File: src/cbf_pkg.sv
package cbf_pkg;
    // Frame layout
    localparam int HDR_BYTES = 7;
    localparam int IDX_LEN = 2;
    localparam int IDX_FLAGS = 3;
    localparam int IDX_STN = 4;
    localparam int IDX_TASK = 5;
    localparam int IDX_OP = 6;
    localparam int BUF_BYTES = 32;
    localparam int IDX_W = 5;
    localparam int CNT_W = 6;
    localparam int TXB_BYTES = 16;
    localparam int TXB_W = 4;
    localparam logic [7:0] MAX_LEN_DEF = 8'h20;
    localparam logic [7:0] LINK_FILL = 8'h00;
    // Flags byte
    localparam int FLG_KIND = 7;
    localparam int FLG_SRC_EXT = 6;
    localparam int FLG_DST_EXT = 5;
    localparam int FLG_TRK = 4;
    localparam logic [3:0] FLG_RSVD = 4'h0;
    // Station numbers
    localparam logic [7:0] STN_LOCAL = 8'h00;
    localparam logic [7:0] STN_PARALLEL = 8'hff;
    localparam logic [7:0] STN_OWN_DEF = 8'h01;
    // Tasks and operation codes
    localparam logic [2:0] RAC_TASK = 3'h0;
    localparam logic [7:0] OP_XOR = 8'h0c;
    localparam logic [7:0] OP_PWRITE = 8'h0b;
    localparam logic [7:0] OP_DONE = 8'h00;
    localparam logic [7:0] OP_BAD = 8'hff;
    // Register map of the peer controller
    localparam logic [7:0] REG_CTRL = 8'h00;
    localparam logic [7:0] REG_STATUS = 8'h04;
    localparam logic [7:0] REG_HDR = 8'h08;
    localparam logic [1:0] TXB_SEL = 2'h1;
    localparam int CTRL_GO = 0;
    localparam int CTRL_PLEN = 8;
    localparam int ST_BUSY = 0;
    localparam int ST_REPLY = 1;
    localparam int ST_RLEN = 8;
    localparam int HDR_STN = 0;
    localparam int HDR_ORIG = 8;
    localparam int HDR_TGT = 12;
    localparam int HDR_OP = 16;
    localparam int HDR_SRC_EXT = 24;
    localparam int HDR_DST_EXT = 25;
endpackage

File: src/cbf_link_if.sv
`timescale 1ns/1ps
interface cbf_link_if;
    // Peer to node bytes
    logic o2d_valid;
    logic [7:0] o2d_data;
    logic o2d_last;
    // Node to peer bytes
    logic d2o_valid;
    logic [7:0] d2o_data;
    logic d2o_last;
    modport node (input o2d_valid, input o2d_data, input o2d_last,
                  output d2o_valid, output d2o_data, output d2o_last);
    modport peer (output o2d_valid, output o2d_data, output o2d_last,
                  input d2o_valid, input d2o_data, input d2o_last);
endinterface

File: src/cbf_node.sv
`timescale 1ns/1ps
module cbf_node #(
    parameter logic [7:0] max_len = cbf_pkg::MAX_LEN_DEF,
    parameter logic [7:0] own_station = cbf_pkg::STN_OWN_DEF
) (
    // Clock and reset
    input wire logic core_clk,
    input wire logic rst,
    // Link toward the peer
    cbf_link_if.node lk,
    // Local port space
    output logic [7:0] port_addr,
    output logic [7:0] port_wdata,
    output logic port_we,
    input wire logic [7:0] port_rdata,
    // Task engine delivery
    output logic task_valid,
    output logic [2:0] task_num,
    output logic [7:0] task_data,
    output logic task_last,
    // Status
    output logic frame_dropped
);
    import cbf_pkg::*;

    typedef enum logic [2:0] {
        ND_RECV = 3'b000,
        ND_CHECK = 3'b001,
        ND_EXEC_A = 3'b010,
        ND_EXEC_D = 3'b011,
        ND_SEND = 3'b100,
        ND_DELIVER = 3'b101
    } cbf_node_st_t;

    typedef struct packed {
        cbf_node_st_t st;
        logic [CNT_W-1:0] cnt;
        logic [CNT_W-1:0] idx;
        logic bad;
        logic [BUF_BYTES-1:0][7:0] mem;
        logic [7:0] op_res;
        logic tx_valid;
        logic [7:0] tx_data;
        logic tx_last;
        logic [7:0] p_addr;
        logic [7:0] p_wdata;
        logic p_we;
        logic t_valid;
        logic [2:0] t_num;
        logic [7:0] t_data;
        logic t_last;
        logic drop;
    } cbf_node_state_t;

    localparam cbf_node_state_t NODE_RST = '0;

    cbf_node_state_t s;
    cbf_node_state_t next_s;

    logic [7:0] len;
    logic [2:0] tgt;
    logic [7:0] op;
    logic [7:0] stn;
    logic good;
    logic [7:0] outv;
    logic [IDX_W-1:0] ia;
    logic [IDX_W-1:0] id;

    assign len = s.mem[IDX_LEN];
    assign tgt = s.mem[IDX_TASK][2:0];
    assign op = s.mem[IDX_OP];
    assign stn = s.mem[IDX_STN];
    assign ia = s.idx[IDX_W-1:0];
    assign id = ia + IDX_W'(1);

    // Link bytes are stored but never inspected for routing
    assign good = !s.bad && ({2'b00, s.cnt} == len)
                  && (len >= 8'(HDR_BYTES)) && (len <= max_len)
                  && !s.mem[IDX_FLAGS][FLG_KIND]
                  && (stn == own_station || stn == STN_LOCAL
                      || stn == STN_PARALLEL);

    // Reply image of one stored byte
    always_comb begin
        outv = s.mem[ia];
        if (s.idx == CNT_W'(IDX_FLAGS)) begin
            outv = s.mem[ia] | (8'h01 << FLG_KIND);
        end else if (s.idx == CNT_W'(IDX_TASK)) begin
            // Origin and target swap roles on the way back
            outv = {s.mem[ia][3:0], s.mem[ia][7:4]};
        end else if (s.idx == CNT_W'(IDX_OP)) begin
            outv = s.op_res;
        end
    end

    always_comb begin
        next_s = s;
        next_s.tx_valid = 1'b0;
        next_s.tx_last = 1'b0;
        next_s.p_we = 1'b0;
        next_s.t_valid = 1'b0;
        next_s.t_last = 1'b0;
        next_s.drop = 1'b0;
        unique case (s.st)
            ND_RECV: begin
                if (lk.o2d_valid) begin
                    // Bytes past the buffer are counted, not stored
                    if (s.cnt < CNT_W'(BUF_BYTES)) begin
                        next_s.mem[s.cnt[IDX_W-1:0]] = lk.o2d_data;
                    end else begin
                        next_s.bad = 1'b1;
                    end
                    if (s.cnt != '1) begin
                        next_s.cnt = s.cnt + CNT_W'(1);
                    end
                    if (lk.o2d_last) begin
                        next_s.st = ND_CHECK;
                    end
                end
            end
            ND_CHECK: begin
                next_s.idx = CNT_W'(HDR_BYTES);
                if (!good) begin
                    next_s.drop = 1'b1;
                    next_s.st = ND_RECV;
                    next_s.cnt = '0;
                    next_s.bad = 1'b0;
                end else if (tgt == RAC_TASK) begin
                    if (op == OP_XOR || op == OP_PWRITE) begin
                        next_s.st = ND_EXEC_A;
                    end else begin
                        next_s.op_res = OP_BAD;
                        next_s.idx = '0;
                        next_s.st = ND_SEND;
                    end
                end else begin
                    next_s.st = ND_DELIVER;
                end
            end
            ND_EXEC_A: begin
                // A trailing odd byte is returned untouched
                if ({2'b00, s.idx} + 8'h01 >= len) begin
                    next_s.op_res = OP_DONE;
                    next_s.idx = '0;
                    next_s.st = ND_SEND;
                end else begin
                    next_s.p_addr = s.mem[ia];
                    next_s.st = ND_EXEC_D;
                end
            end
            ND_EXEC_D: begin
                if (op == OP_XOR) begin
                    next_s.p_wdata = port_rdata ^ s.mem[id];
                end else begin
                    next_s.p_wdata = s.mem[id];
                end
                next_s.p_we = 1'b1;
                // Reply carries the value left in the port
                next_s.mem[id] = next_s.p_wdata;
                next_s.idx = s.idx + CNT_W'(2);
                next_s.st = ND_EXEC_A;
            end
            ND_SEND: begin
                // Reply goes back to the producer over the same link
                next_s.tx_valid = 1'b1;
                next_s.tx_data = outv;
                next_s.idx = s.idx + CNT_W'(1);
                if ({2'b00, s.idx} + 8'h01 == len) begin
                    next_s.tx_last = 1'b1;
                    next_s.st = ND_RECV;
                    next_s.cnt = '0;
                    next_s.bad = 1'b0;
                end
            end
            ND_DELIVER: begin
                // Orders for user tasks go to the consumer task
                if ({2'b00, s.idx} >= len) begin
                    next_s.st = ND_RECV;
                    next_s.cnt = '0;
                    next_s.bad = 1'b0;
                end else begin
                    next_s.t_valid = 1'b1;
                    next_s.t_num = tgt;
                    next_s.t_data = s.mem[ia];
                    next_s.t_last = ({2'b00, s.idx} + 8'h01 == len);
                    next_s.idx = s.idx + CNT_W'(1);
                end
            end
            default: begin
                next_s = NODE_RST;
            end
        endcase
    end

    always_ff @(posedge core_clk or posedge rst) begin
        if (rst) begin
            s <= NODE_RST;
        end else begin
            s <= next_s;
        end
    end

    assign lk.d2o_valid = s.tx_valid;
    assign lk.d2o_data = s.tx_data;
    assign lk.d2o_last = s.tx_last;
    assign port_addr = s.p_addr;
    assign port_wdata = s.p_wdata;
    assign port_we = s.p_we;
    assign task_valid = s.t_valid;
    assign task_num = s.t_num;
    assign task_data = s.t_data;
    assign task_last = s.t_last;
    assign frame_dropped = s.drop;
endmodule // cbf_node

File: src/flat_wrapper.sv
// flat-port wrapper written by rule: the top's interface ports become plain ports
module cbf_node_flat import cbf_pkg::*;
#(
    parameter logic [7:0] max_len = cbf_pkg::MAX_LEN_DEF,
    parameter logic [7:0] own_station = cbf_pkg::STN_OWN_DEF
)
  (core_clk, rst, port_addr, port_wdata, port_we, port_rdata, task_valid, task_num, task_data, task_last, frame_dropped, lk_o2d_valid, lk_o2d_data, lk_o2d_last, lk_d2o_valid, lk_d2o_data, lk_d2o_last);
  cbf_link_if lk_i ();
  input wire logic core_clk;
  input wire logic rst;
  output logic [7:0] port_addr;
  output logic [7:0] port_wdata;
  output logic port_we;
  input wire logic [7:0] port_rdata;
  output logic task_valid;
  output logic [2:0] task_num;
  output logic [7:0] task_data;
  output logic task_last;
  output logic frame_dropped;
  input wire logic [$bits(lk_i.o2d_valid)-1:0] lk_o2d_valid;
  input wire logic [$bits(lk_i.o2d_data)-1:0] lk_o2d_data;
  input wire logic [$bits(lk_i.o2d_last)-1:0] lk_o2d_last;
  output wire logic [$bits(lk_i.d2o_valid)-1:0] lk_d2o_valid;
  output wire logic [$bits(lk_i.d2o_data)-1:0] lk_d2o_data;
  output wire logic [$bits(lk_i.d2o_last)-1:0] lk_d2o_last;
  assign lk_i.o2d_valid = lk_o2d_valid;
  assign lk_i.o2d_data = lk_o2d_data;
  assign lk_i.o2d_last = lk_o2d_last;
  assign lk_d2o_valid = lk_i.d2o_valid;
  assign lk_d2o_data = lk_i.d2o_data;
  assign lk_d2o_last = lk_i.d2o_last;
  cbf_node #(.max_len(max_len), .own_station(own_station)) u_core (.core_clk(core_clk), .rst(rst), .lk(lk_i), .port_addr(port_addr), .port_wdata(port_wdata), .port_we(port_we), .port_rdata(port_rdata), .task_valid(task_valid), .task_num(task_num), .task_data(task_data), .task_last(task_last), .frame_dropped(frame_dropped));
endmodule
File: config.mk
export PLATFORM = sky130hd
export DESIGN_NAME = cbf_node_flat
export DESIGN_NICKNAME = d
export VERILOG_FILES = /design/src/cbf_pkg.sv /design/src/cbf_link_if.sv /design/src/cbf_node.sv /design/src/flat_wrapper.sv
export SDC_FILE = /design/constraint.sdc
export NUM_CORES = 2
export LEC_CHECK = 0
export ABC_AREA = 0
export BUFFER_PORTS_ARGS = -buffer_cell sky130_fd_sc_hd__buf_4
export CAP_MARGIN = 20
export CORE_ASPECT_RATIO = 1.5
export CORE_MARGIN = 2
export CORE_UTILIZATION = 40
export DETAILED_ROUTE_END_ITERATION = 6
export GPL_TIMING_DRIVEN = 0
export RECOVER_POWER = 50
export SKIP_LAST_GASP = 1
export SLEW_MARGIN = 20
export SYNTH_ARGS = -nofsm -noshare
export SYNTH_HDL_FRONTEND = slang
export SYNTH_SLANG_ARGS = --single-unit
File: constraint.sdc
create_clock -name core_clk -period 13 [get_ports core_clk]
set_clock_uncertainty 0.2 [all_clocks]
set_input_delay 1.3 -clock core_clk [delete_from_list [all_inputs] [get_ports core_clk]]
set_output_delay 1.3 -clock core_clk [all_outputs]
set_load 0.1 [all_outputs]
==> run summary <==
Routed vias/inst -> 7.15
Die span in y -> 267 µm
Worst r2r dst -> u_core.s[63]
GRT Overall Usage -> 39.4%
First-pass detailed-route iteration total -> 6
Hold_ws -> 0.271 ns
PD cells -> 318 nW/µm²
Maxcap violations -> 3
Starting Density -> 40.4%
Failing checks -> max-capacitance violations, max-slew violations
Final hold violation count -> 0
Leakage -> 8.52 nW
Placeable Area -> 45,800 µm²
Root Buffer -> clkbuf_16
WP buf/inv -> 3
WL per Instance -> 39.0 µm
CTS tree -> built
Clk slew on worst S/H paths -> 0.06 ns
Synth area leaders -> dfrtp_1, mux4_2, a22oi_1, o21ai_1, mux2i_1
Global-route wire length before repair -> 133 mm
Post-cts gate resize count -> 0
EDFF count, synth -> 0
Largest net degree at the start of global routing -> 100
Syn nets -> 1,771
Minimum clock period -> 8.55 ns
Final core occ -> 45.7%
Layout Nets -> 1,871
Area of the mapped netlist -> 18,500 µm²
Die W -> 180 µm
Final GP Congestion -> 1.11
1st-iter DRT viols -> 2,345
Yosys top cell by area -> dfrtp_1
Slowest stage cell on the critical path -> clkbuf_1
Clock Latency Late Sink -> 0.55 ns
Setup TNS -> 0 ns
Fraction of layout cells with a size suffix above 1 -> 18.3%
# setup viols final -> 0
CP delay by family, top -> buffers and inverters
FF-to-FF Start -> u_core.ia[1]
Hold path start -> u_core.lk.d2o_data[6]
Synth Instances -> 1,728
Post-route ant nets -> 0
Final critical-path setup slack -> 4.45 ns
R2R setup slack -> 5.67 ns
Vias after detailed routing -> 17.5k
# Post-CTS Setup Buffers -> 0
Port Buffer Count -> 60
Tot Pwr -> 6.65 mW
Num rows -> 96
Post-synth cell types -> 61
Crit-path max FO -> 99
Num CTS Buffers -> 35
Antenna violations before repair -> 8
CP arrival -> 7.59 ns
Slew headroom -> -285%
Grt ovf -> 0
Hold Path Depth -> 2
Post-synth top area share -> 42.5%
Yosys reg bits -> 314
Crit-path max cell delay -> 4.16 ns
I/O pins -> 61
Area grow syn2layout -> 13.0%
Final WL -> 95.2 mm
Dpl ws -> 5.70 ns
Post-DP HPWL -> 68.8 mm
Syn_area_per_cell -> 10.7 µm²
Element type at the critical path end -> asynchronous set/reset pin
Slew Viols, Final -> 265
Critical path type -> input port to asynchronous set/reset pin
Quantity of hold-fixing buffers added after cts -> 0
Drc violations -> 0
Crit path launch type -> input port
Cell count of the worst reg-to-reg path -> 15
Max IR drop VDD -> 0.204 mV
CTS H-Tree Depth -> 2
Die area -> 48,000 µm²
Cell Chain, Critical Path -> clkbuf_4 -> clkinvlp_2 -> clkbuf_1
Sequential area share after synthesis -> 42.5%
Longest Clk Path Bufs -> 3
Vias in the first global route -> 17.2k
Synthesis Warnings -> 0
Hold crit path type -> flop to flop
Worst slew pin tran -> 5.78 ns
RSZ-0062 raised after global routing -> false
Most frequent cells after synthesis -> dfrtp_1, o21ai_1, a22oi_1
Final worst path period share -> 65.7%
FFs w/ async S/R, synth -> 100%
Required @ worst endpoint -> 12.04 ns
Synth Flop Type -> dfrtp_1
Max Fclk -> 0.117 GHz
CTS sink count -> 314
Most numerous cell in the Yosys netlist -> dfrtp_1
WHS Endpoint -> u_core.lk.d2o_data[6]
Status -> finished, violations left
## metrics by stage
step                      cells  area [µm²]
after detailed placement   2379       19800
after CTS                  2441       21000
final                      2443       20900
after floorplan            1728       18500
after global routing       2441       20900
after global placement     2376       19700
## kinds of logic (layout without fill, tap and decap cells)
family	after synthesis	after routing	synth area share [%]
AO/OA/AOI/OAI	732	732	24.7
XOR/XNOR	19	19	1.00
adder cells (fa/ha/maj)	23	23	1.55
buffers and inverters	182	307	5.10
flip-flops	314	314	42.5
multiplexers	196	196	18.7
other	0	2	0
AND/OR/NAND/NOR	262	262	6.50
## layer usage
metal	wire (µm)	global-route usage (%)
met5	55	0
met4	10400	35.4
met3	9000	9.34
met2	43100	61.9
met1	32600	44.8
## cell type report
class | instances | area (µm²)
Clock buffer | 47 | 1010
Tap cell | 588 | 736
Fill cell | 4401 | 24900
Inverter | 23 | 87.6
Clock inverter | 15 | 215
Multi-Input combinational cell | 1232 | 9710
Antenna cell | 2 | 5.00
Timing Repair Buffer | 63 | 422
Buffer | 159 | 861
Sequential cell | 314 | 7860
## cells in the final DEF, fill, tap and decap left out, types with 19 or more instances in the layout
cell type	count
clkbuf_16	37
nand2_1	101
buf_4	80
mux2i_1	72
nor2_1	59
dfrtp_1	314
o21ai_1	286
a21oi_1	22
buf_2	45
clkbuf_1	81
nand3_1	30
o21ai_0	70
a22oi_1	274
ha_1	23
o22ai_1	19
mux4_2	118
## how the worst max path moves through the flow
stage               cells past startpoint              endpoint  slack (ns)    startpoint
global route                            3         u_core.s[157]        3.17           rst
floorplan                               1  u_core.frame_dropped        2.81           rst
CTS                                    15         u_core.s[166]        5.67  u_core.ia[1]
finish                                  3         u_core.s[158]        4.45           rst
detailed placement                     15         u_core.s[167]        5.70  u_core.ia[1]
global placement                        2         u_core.s[253]       -1.07           rst
## flip-flops by register name, summed over array words and instances (netlist names), 3 cells and up
name and flops:
u_core.task_num 3, u_core.lk.d2o_data 8, u_core.op 8, u_core.len 8, u_core.port_addr 8, u_core.ia 5, u_core.task_data 8, u_core.stn 8
u_core.s 244, u_core.port_wdata 8
## where the power goes
| part | switching, mW | total [mW] | internal [mW] | leakage, nW |
|---|---|---|---|---|
| Combinational | 2.79 | 3.96 | 1.17 | 4.63 |
| Sequential | 0.318 | 1.58 | 1.27 | 3.29 |
| Clock | 0.453 | 1.10 | 0.649 | 0.597 |
| Total | 3.56 | 6.65 | 3.09 | 8.52 |
## tightest hold or removal path, cell delays in order, from the launching register on
cell and delay, ns:
dfrtp_1 0.34, nand2_1 0.05, nand2_1 0.05
Note: power is estimated with default switching activity, not from simulation.
